## config.mk

```make
export PLATFORM = sky130hd
export DESIGN_NAME = dsw_status_top
export DESIGN_NICKNAME = d
export VERILOG_FILES = /design/src/dsw_scale.v /design/src/dsw_status_top.v /design/src/dsw_sync2.v
export VERILOG_INCLUDE_DIRS = /design/src
export SDC_FILE = /design/constraint.sdc
export NUM_CORES = 1
export LEC_CHECK = 0
export BUFFER_PORTS_ARGS = -buffer_cell sky130_fd_sc_hd__buf_2
export CAP_MARGIN = 20
export CORE_UTILIZATION = 60
export DETAILED_ROUTE_END_ITERATION = 8
export HOLD_SLACK_MARGIN = 0.06
export PLACE_DENSITY = 0.79
export SYNTH_ARGS = -nofsm -noshare
export SYNTH_HDL_FRONTEND = slang
export SYNTH_SLANG_ARGS = --single-unit
```

## constraint.sdc

```tcl
create_clock -name ref_clk -period 218 [get_ports ref_clk]
set_input_delay 10.9 -clock ref_clk [delete_from_list [all_inputs] [get_ports ref_clk]]
set_output_delay 10.9 -clock ref_clk [all_outputs]
set_load 0.01 [all_outputs]
```

## src/dsw_regs.vh

```
// bit positions, scaling constants and codes for the drive status and speed words
`ifndef DSW_REGS_VH
`define DSW_REGS_VH
`define DSW_BIT_CTRL_READY 4'h0
`define DSW_BIT_DRV_READY 4'h1
`define DSW_BIT_ENABLE 4'h2
`define DSW_BIT_TRIP 4'h3
`define DSW_BIT_ERROR 4'h4
`define DSW_BIT_UNUSED 4'h5
`define DSW_BIT_TRIPLOCK 4'h6
`define DSW_BIT_WARNING 4'h7
`define DSW_BIT_ON_REF 4'h8
`define DSW_BIT_BUS_CTRL 4'h9
`define DSW_BIT_FREQ_OK 4'ha
`define DSW_BIT_RUNNING 4'hb
`define DSW_BIT_AUTO_RESTART 4'hc
`define DSW_BIT_VOLTAGE 4'hd
`define DSW_BIT_CURRENT 4'he
`define DSW_BIT_TIMER 4'hf
`define DSW_STATUS_RESET 16'h0000
`define DSW_FULL_SCALE 16'h4000
`define DSW_ZERO_WORD 16'h0000
`define DSW_TIMER_FULL 16'h4000
`endif

```

## src/dsw_scale.v

```verilog
// converts a signed raw value to a percent-scaled word relative to a full-scale magnitude
`timescale 1ns/1ps
`include "dsw_regs.vh"
module dsw_scale #(
   parameter WIDTH = 16
) (
   // clock and reset
   input wire ref_clk,
   input wire sys_rst,
   // raw signed frequency and full-scale frequency
   input wire [WIDTH-1:0] raw_value,
   input wire [WIDTH-1:0] full_scale,
   // percent-scaled two's complement word
   output reg [15:0] scaled_word
);
   reg signed [WIDTH+15:0] prod;
   reg signed [WIDTH+15:0] quot;

   // raw * 0x4000 / full_scale, registered; zero full scale gives zero
   always @* begin
      prod = $signed(raw_value) * $signed({1'b0, `DSW_FULL_SCALE});
      if (full_scale == {WIDTH{1'b0}})
         quot = {(WIDTH+16){1'b0}};
      else
         quot = prod / $signed({1'b0, full_scale});
   end

   always @(posedge ref_clk) begin
      if (sys_rst)
         scaled_word <= `DSW_ZERO_WORD;
      else
         scaled_word <= quot[15:0];
   end
endmodule // dsw_scale

```

## src/dsw_status_top.v

```verilog
// drive status word builder with speed reference capture and actual frequency word
`timescale 1ns/1ps
`include "dsw_regs.vh"
module dsw_status_top #(
   parameter FREQ_WIDTH = 16
) (
   // clock and reset
   input wire ref_clk,
   input wire sys_rst,
   // asynchronous drive conditions
   input wire tripped,
   input wire trip_locked,
   input wire controls_ready,
   input wire power_ready,
   input wire coast_active,
   input wire start_active,
   input wire error_no_trip,
   input wire warning_any,
   input wire local_forced,
   input wire overtemp_hold,
   input wire dc_link_low,
   input wire dc_link_high,
   // drive internal values, same clock
   input wire [FREQ_WIDTH-1:0] out_freq,
   input wire [FREQ_WIDTH-1:0] ref_freq,
   input wire [FREQ_WIDTH-1:0] freq_low_limit,
   input wire [FREQ_WIDTH-1:0] freq_high_limit,
   input wire [FREQ_WIDTH-1:0] freq_full_scale,
   input wire [15:0] motor_current,
   input wire [15:0] current_limit,
   input wire [15:0] motor_thermal_timer,
   input wire [15:0] drive_thermal_timer,
   // speed reference from the master
   input wire ref_write,
   input wire [15:0] ref_word_in,
   // words read by the master
   output reg [15:0] drive_status_word,
   output reg [15:0] actual_output_frequency_word,
   output reg [15:0] speed_reference_q,
   output reg [15:0] speed_reference_pct_q
);
   localparam NCOND = 12;
   wire [NCOND-1:0] cond_raw;
   wire [NCOND-1:0] cond_s;
   wire [15:0] mav_word;
   reg [15:0] status_d;

   // signed two's complement value of a percent word in units of 0.01 percent
   function [15:0] dsw_to_centi;
      input [15:0] w;
      reg signed [31:0] p;
      begin
         p = $signed(w) * $signed(32'sd10000);
         dsw_to_centi = p[29:14];
      end
   endfunction

   // strict above-limit test shared by the current bit and both timer checks
   function dsw_above;
      input [15:0] value;
      input [15:0] limit;
      begin
         dsw_above = (value > limit);
      end
   endfunction

   assign cond_raw = {dc_link_high, dc_link_low, overtemp_hold, local_forced, warning_any,
                      error_no_trip, start_active, coast_active, power_ready, controls_ready,
                      trip_locked, tripped};

   // pin-level conditions cross from the power section asynchronously
   dsw_sync2 #(
      .WIDTH(NCOND)
   ) u_sync (
      .ref_clk(ref_clk),
      .sys_rst(sys_rst),
      .async_in(cond_raw),
      .sync_out(cond_s)
   );

   // actual frequency expressed as signed percent word
   dsw_scale #(
      .WIDTH(FREQ_WIDTH)
   ) u_scale (
      .ref_clk(ref_clk),
      .sys_rst(sys_rst),
      .raw_value(out_freq),
      .full_scale(freq_full_scale),
      .scaled_word(mav_word)
   );

   wire s_trip = cond_s[0];
   wire s_lock = cond_s[1];
   wire s_ctrl = cond_s[2];
   wire s_pwr = cond_s[3];
   wire s_coast = cond_s[4];
   wire s_start = cond_s[5];
   wire s_err = cond_s[6];
   wire s_warn = cond_s[7];
   wire s_local = cond_s[8];
   wire s_otemp = cond_s[9];
   wire s_vlow = cond_s[10];
   wire s_vhigh = cond_s[11];

   // every bit recomputed from present conditions each cycle
   always @* begin
      status_d = `DSW_STATUS_RESET;
      status_d[`DSW_BIT_CTRL_READY] = s_ctrl & ~s_trip;
      status_d[`DSW_BIT_DRV_READY] = s_ctrl & s_pwr & ~s_trip & ~s_lock;
      status_d[`DSW_BIT_ENABLE] = ~s_coast & ~s_trip & ~s_lock;
      status_d[`DSW_BIT_TRIP] = s_trip;
      status_d[`DSW_BIT_ERROR] = s_err & ~s_trip;
      status_d[`DSW_BIT_UNUSED] = 1'b0;
      status_d[`DSW_BIT_TRIPLOCK] = s_trip & s_lock;
      status_d[`DSW_BIT_WARNING] = s_warn;
      status_d[`DSW_BIT_ON_REF] = (out_freq == ref_freq);
      status_d[`DSW_BIT_BUS_CTRL] = ~s_local;
      // limits compare signed so reverse running is handled
      status_d[`DSW_BIT_FREQ_OK] = ($signed(out_freq) > $signed(freq_low_limit)) &&
                                   ($signed(out_freq) < $signed(freq_high_limit));
      status_d[`DSW_BIT_RUNNING] = s_start & ~s_coast & ~s_trip & ~s_otemp;
      status_d[`DSW_BIT_AUTO_RESTART] = s_otemp & ~s_trip;
      status_d[`DSW_BIT_VOLTAGE] = s_vlow | s_vhigh;
      status_d[`DSW_BIT_CURRENT] = dsw_above(motor_current, current_limit);
      status_d[`DSW_BIT_TIMER] = dsw_above(motor_thermal_timer, `DSW_TIMER_FULL) ||
                                 dsw_above(drive_thermal_timer, `DSW_TIMER_FULL);
   end

   // status word register, bit 00 in the lsb
   always @(posedge ref_clk) begin
      if (sys_rst)
         drive_status_word <= `DSW_STATUS_RESET;
      else
         drive_status_word <= status_d;
   end

   // frequency word already scaled; registered so output comes from a flop
   always @(posedge ref_clk) begin
      if (sys_rst)
         actual_output_frequency_word <= `DSW_ZERO_WORD;
      else
         actual_output_frequency_word <= mav_word;
   end

   // reference word held as received, two's complement kept as is
   always @(posedge ref_clk) begin
      if (sys_rst) begin
         speed_reference_q <= `DSW_ZERO_WORD;
         speed_reference_pct_q <= `DSW_ZERO_WORD;
      end else if (ref_write) begin
         speed_reference_q <= ref_word_in;
         speed_reference_pct_q <= dsw_to_centi(ref_word_in);
      end
   end
endmodule // dsw_status_top

```

## src/dsw_sync2.v

```verilog
// two-flop synchroniser for a bus of asynchronous condition levels
`timescale 1ns/1ps
module dsw_sync2 #(
   parameter WIDTH = 16
) (
   // clock and reset
   input wire ref_clk,
   input wire sys_rst,
   // asynchronous levels in, synchronised levels out
   input wire [WIDTH-1:0] async_in,
   output reg [WIDTH-1:0] sync_out
);
   reg [WIDTH-1:0] meta_q;

   // first stage is read only by the second stage
   always @(posedge ref_clk) begin
      if (sys_rst) begin
         meta_q <= {WIDTH{1'b0}};
         sync_out <= {WIDTH{1'b0}};
      end else begin
         meta_q <= async_in;
         sync_out <= meta_q;
      end
   end
endmodule // dsw_sync2

```

# Yosys cells after proc, flatten, opt, wreduce, memory -nomap -nowiden
# Index checks and enable logic that the tools add are counted.
classes:
  reduce_logical: 4
  div: 1
  bitwise_logic: 18
  mul: 1
  eq_ne: 1
  magnitude_cmp: 5
op_table:
  columns: ["op", "n"]
  rows:
  - ["divider 32 x 17 -> 32 bit", 1]
  - ["> comparator 16 x 15 -> 1 bit, second input constant", 2]
  - ["> comparator 16 bit", 2]
  - ["multiplier 16 x 11 -> 26 bit, second input constant", 1]
  - ["equality test 16 bit", 1]
  - ["zero test 16 bit", 1]
  - ["< comparator 16 bit", 1]
  - ["bitwise AND 1 bit", 12]
  - ["NOT 1 bit", 5]
  - ["OR reduction 2 bit", 1]
  - ["logical AND 1 bit", 1]
  - ["logical OR 1 bit", 1]
  - ["bitwise OR 1 bit", 1]
word_totals:
  wordCells: 38
  register_bits: 104
  output_inout_bits: 64
  inputBits: 175

# Logic depth before layout (Yosys ltp)
depth:
  ltp_word: 4
  mapped_depth: 467

# Cells and area by module
# From an unflattened synthesis, not the netlist that was laid out.
unflattened:
  cells_unflattened: 4583
  area_unflattened_um2: 33631.0
modules_own_cells:
  columns: ["mod", "instances", "area_per_inst_um2", "cells_each"]
  rows:
  - ["dsw_scale", 1, 26773.2, 3874]
  - ["dsw_status_top", 1, 6164.7, 659]
  - ["dsw_sync2", 1, 693.2, 50]

# Worst setup path before layout
# Ideal clock, no wire load.
synth_path:
  path_type: "in2reg"
  startpoint: "input out_freq[0]"
  endpoint: "register u_scale.scaled_word[14]"
  stages: 438
  path_slack_ns: 121.198
  arrival_ns: 96.685
  n_path_buf: 51
  required_time_ns: 217.883
  setup_time_ns: 0.117
  path_cell_list: "buf_2 -> or4_1 -> or3_1 -> or4_4 -> inv_1 -> ha_1 -> o211a_1 -> o21ai_0 -> nor2_1 -> nand3_1 -> o31ai_1 -> ha_1 -> o21ai_0 -> a221o_1 -> nor2_1 -> mux2_2 -> ha_1 -> a21o_1 -> [... 402 more ...] -> nand2_1 -> o31ai_1 -> ha_1 -> a21o_1 -> a21o_1 -> a21oi_1 -> nand2_1 -> a31oi_1 -> a2111oi_0 -> o32ai_1 -> and2_1 -> o221ai_1 -> nor4_2 -> ha_1 -> nand2_1 -> o41ai_1 -> xor2_1 -> nor2_1"
synth_between:
  elab_chain_cells: 1
synth_rtl:
  columns: ["element", "line", "text"]
  rows:
  - ["start: declaration", "dsw_status_top.v:24", "input wire [FREQ_WIDTH-1:0] out_freq,"]
  - ["divider 32 x 17 -> 32 bit", "dsw_scale.v:25", "quot = prod / $signed({1'b0, full_scale});"]
  - ["end signal: assignment", "dsw_scale.v:30", "scaled_word <= `DSW_ZERO_WORD;"]
  - ["end signal: assignment", "dsw_scale.v:32", "scaled_word <= quot[15:0];"]
  - ["end: declaration", "dsw_scale.v:14", "output reg [15:0] scaled_word"]
# No other way between the ends.
# A chain may end at the register's enable or synchronous reset.

# Worst setup path after layout
layout_path:
  startpoint: "input out_freq[0]"
  endpoint: "register u_scale.scaled_word[10]"
# Same word-level chain as after synthesis.

==> results.json <==
{
  "place.gp.congestion": 1.03,
  "vias": 36199,
  "cts_buffer_depth": 2,
  "yosysWarnings": 0,
  "num_io_pins": 239,
  "num_rows": 86,
  "grt_pass1_wl_um": 172000,
  "grt_max_degree": 45,
  "crit_required_ns": 218.26,
  "status": "finished clean",
  "end_kind": "register",
  "synth_area_sq_um": 33600,
  "tightest_slew_ns": 1.07,
  "die_y_um": 239,
  "drv_slew": 0,
  "hold_class": "reg -> reg",
  "core_region_area_sq_um": 55200,
  "syn-instance-count": 4611,
  "slowest_delay_ns": 0.84,
  "skew_ns": 0.0117,
  "ctsResizeCount": 0,
  "final_nets": 5503,
  "path_common_cell": "o21a_1",
  "critPathKind": "in -> reg",
  "final_common_cell": "ha_1",
  "slowest_stage": "a2111oi_0",
  "post-route-period-util_pct": 48.6,
  "cts_setup_buffers": 0,
  "async_flop_share_pct": 0,
  "final_cell_mix": "ha_1, nor2_1, nand2_1, a21oi_1, inv_1",
  "synth-edff-count": 0,
  "cts_buffers": 9,
  "fmaxAchievable_ghz": 0.00943,
  "gr-usage-all-layers_pct": 36.8,
  "grt_antenna_before_repair": 2,
  "rsz0062_at_grt": "false",
  "hold_depth": 1,
  "grt_pass1_vias": 33411,
  "drc_errors": 0,
  "hold_viol_final": 0,
  "setup_tns_ns": 0,
  "cts-root-buf": "clkbuf_16",
  "hold_buffers": 0,
  "yosysSeqAreaShare_pct": 6.13,
  "drive_above_1_share_pct": 11.1,
  "overflow": 0,
  "avgViaCountPerCell": 6.55,
  "ys_ff_latch": 103,
  "ys_types": 136,
  "cp_max_fo": 37,
  "clkLatencyLatePin_ns": 0.38,
  "dieArea_sq_um": 57000,
  "initial_utilization_pct": 60.9,
  "fillerInstances": 5040,
  "period_minus_slack_ns": 106.05,
  "wl_um": 108000,
  "syn_to_final_growth_pct": 6.49,
  "r2r_cells": 3,
  "wire_per_inst_um": 19.6,
  "syn_avg_cell_area_sq_um": 7.30,
  "cts_tree": "built",
  "worstSetupStartpointType": "input port",
  "finalSetupViolCount": 0,
  "dr.pass1.iters": 8,
  "cp.arrival_ns": 106.31,
  "yosys_most_used_dff": "dfxtp_1",
  "clock-sinks": 103,
  "ant_nets": 0,
  "dp_hpwl_um": 86000,
  "port_buffers": 237,
  "fp.dieW_um": 239,
  "htreeDepth": 3,
  "path_clk_slew_ns": 0.08,
  "drt_iter0_drc": 3284,
  "maxCapViolCount": 0,
  "max-slew-margin-rel_pct": 28.9
}
## Yosys cell counts (58+ instances only)
cell      count  share of area [%]
nand2b_1     76                1.4
inv_1       275                3.1
nor2_1      415                4.6
clkbuf_1     70               0.78
xor2_1      103                2.7
a21oi_1     341                5.1
mux2_2       72                2.4
nor2b_1      84                1.6
nand2_1     350                3.9
o31ai_1     117                2.6
ha_1        510                 19
mux2i_1      73                2.2
o21ai_0     216                3.2
xnor2_1     162                4.2
dfxtp_1     103                6.1
nand4_1      74                1.4
nor3_1      168                2.5
a21o_1      169                3.8
o21a_1      171                3.8
nand3_1     118                1.8
and2_1       58                1.1
## path summary, 6_finish.rpt
| check | slack (ns) | endpoint | from |
|---|---|---|---|
| max | 111.95 | u_scale.scaled_word[10] | out_freq[0] |
| min | 0.40 | drive_status_word[9] | u_sync.sync_out[8] |
| max reg2reg | 216.92 | drive_status_word[1] | u_sync.sync_out[0] |
| min reg2reg | 0.40 | drive_status_word[9] | u_sync.sync_out[8] |
## critical path: cells and delay by family
kind / cells / cell delay, ns
fa+ha+maj: 32 / 10.51
buf+inv: 18 / 3.91
compound gates: 259 / 58.15
mux: 3 / 1.08
xor+xnor: 1 / 0.22
simple gates: 96 / 21.32
## metrics by stage
step	worst slack, ns	cells	hold WS (ns)	cell area [sq um]	util [%]
floorplan	121.20	4613	0.368	33600	-
global placement	115.20	5509	0.386	35500	64.3
detailed placement	113.44	5509	0.390	35500	64.3
CTS	113.46	5525	0.402	35800	64.9
global route	105.20	5529	0.406	35800	64.9
finish	111.95	5529	0.400	35800	64.9
## logic make-up (layout without fill, tap and decap cells)
group | Yosys count | after routing | share of synthesized area (%)
other | 1 | 5 | 0.0111
xor gates and xnor gates | 269 | 269 | 7.13
adders and majority gates | 554 | 554 | 21.6
AOI/OAI and AO/OA | 1496 | 1496 | 30.8
muxes | 147 | 147 | 4.67
buffers and inverters | 408 | 574 | 4.92
DFF | 103 | 103 | 6.13
and+or+nand+nor | 1633 | 1633 | 24.7
## state kept, by name (all words and copies together) (netlist names)
| name | cells |
|---|---|
| u_sync.sync_out | 12 |
| u_sync.meta_q | 12 |
| drive_status_word | 15 |
| speed_reference_q | 16 |
| u_scale.scaled_word | 16 |
| speed_reference_pct_q | 16 |
| actual_output_frequency_word | 16 |
## area by class of cell
type / count / area (sq um) / area share, %
Multi-Input combinational cell: 4102 / 30000 / 83.6
Antenna cell: 2 / 5.00 / 0.0140
Clock buffer: 9 / 225 / 0.629
Clock inverter: 7 / 91.3 / 0.255
Tap cell: 748 / 936 / 2.61
Inverter: 280 / 1050 / 2.93
Sequential cell: 103 / 2060 / 5.76
Timing Repair Buffer: 278 / 1490 / 4.17
## per-layer routing
layer	share of wire, %	vias to the layer above	track usage [%]
met5	0	-	0
met4	5.1	0	17.6
met3	8.3	308	4.32
met2	44	1648	60.8
met1	42	16655	47.4
li1	-	17588	-
Power is left out: the tool's default activity adds up to more than one toggle a clock period on the data nets, which glitch-free logic cannot reach.
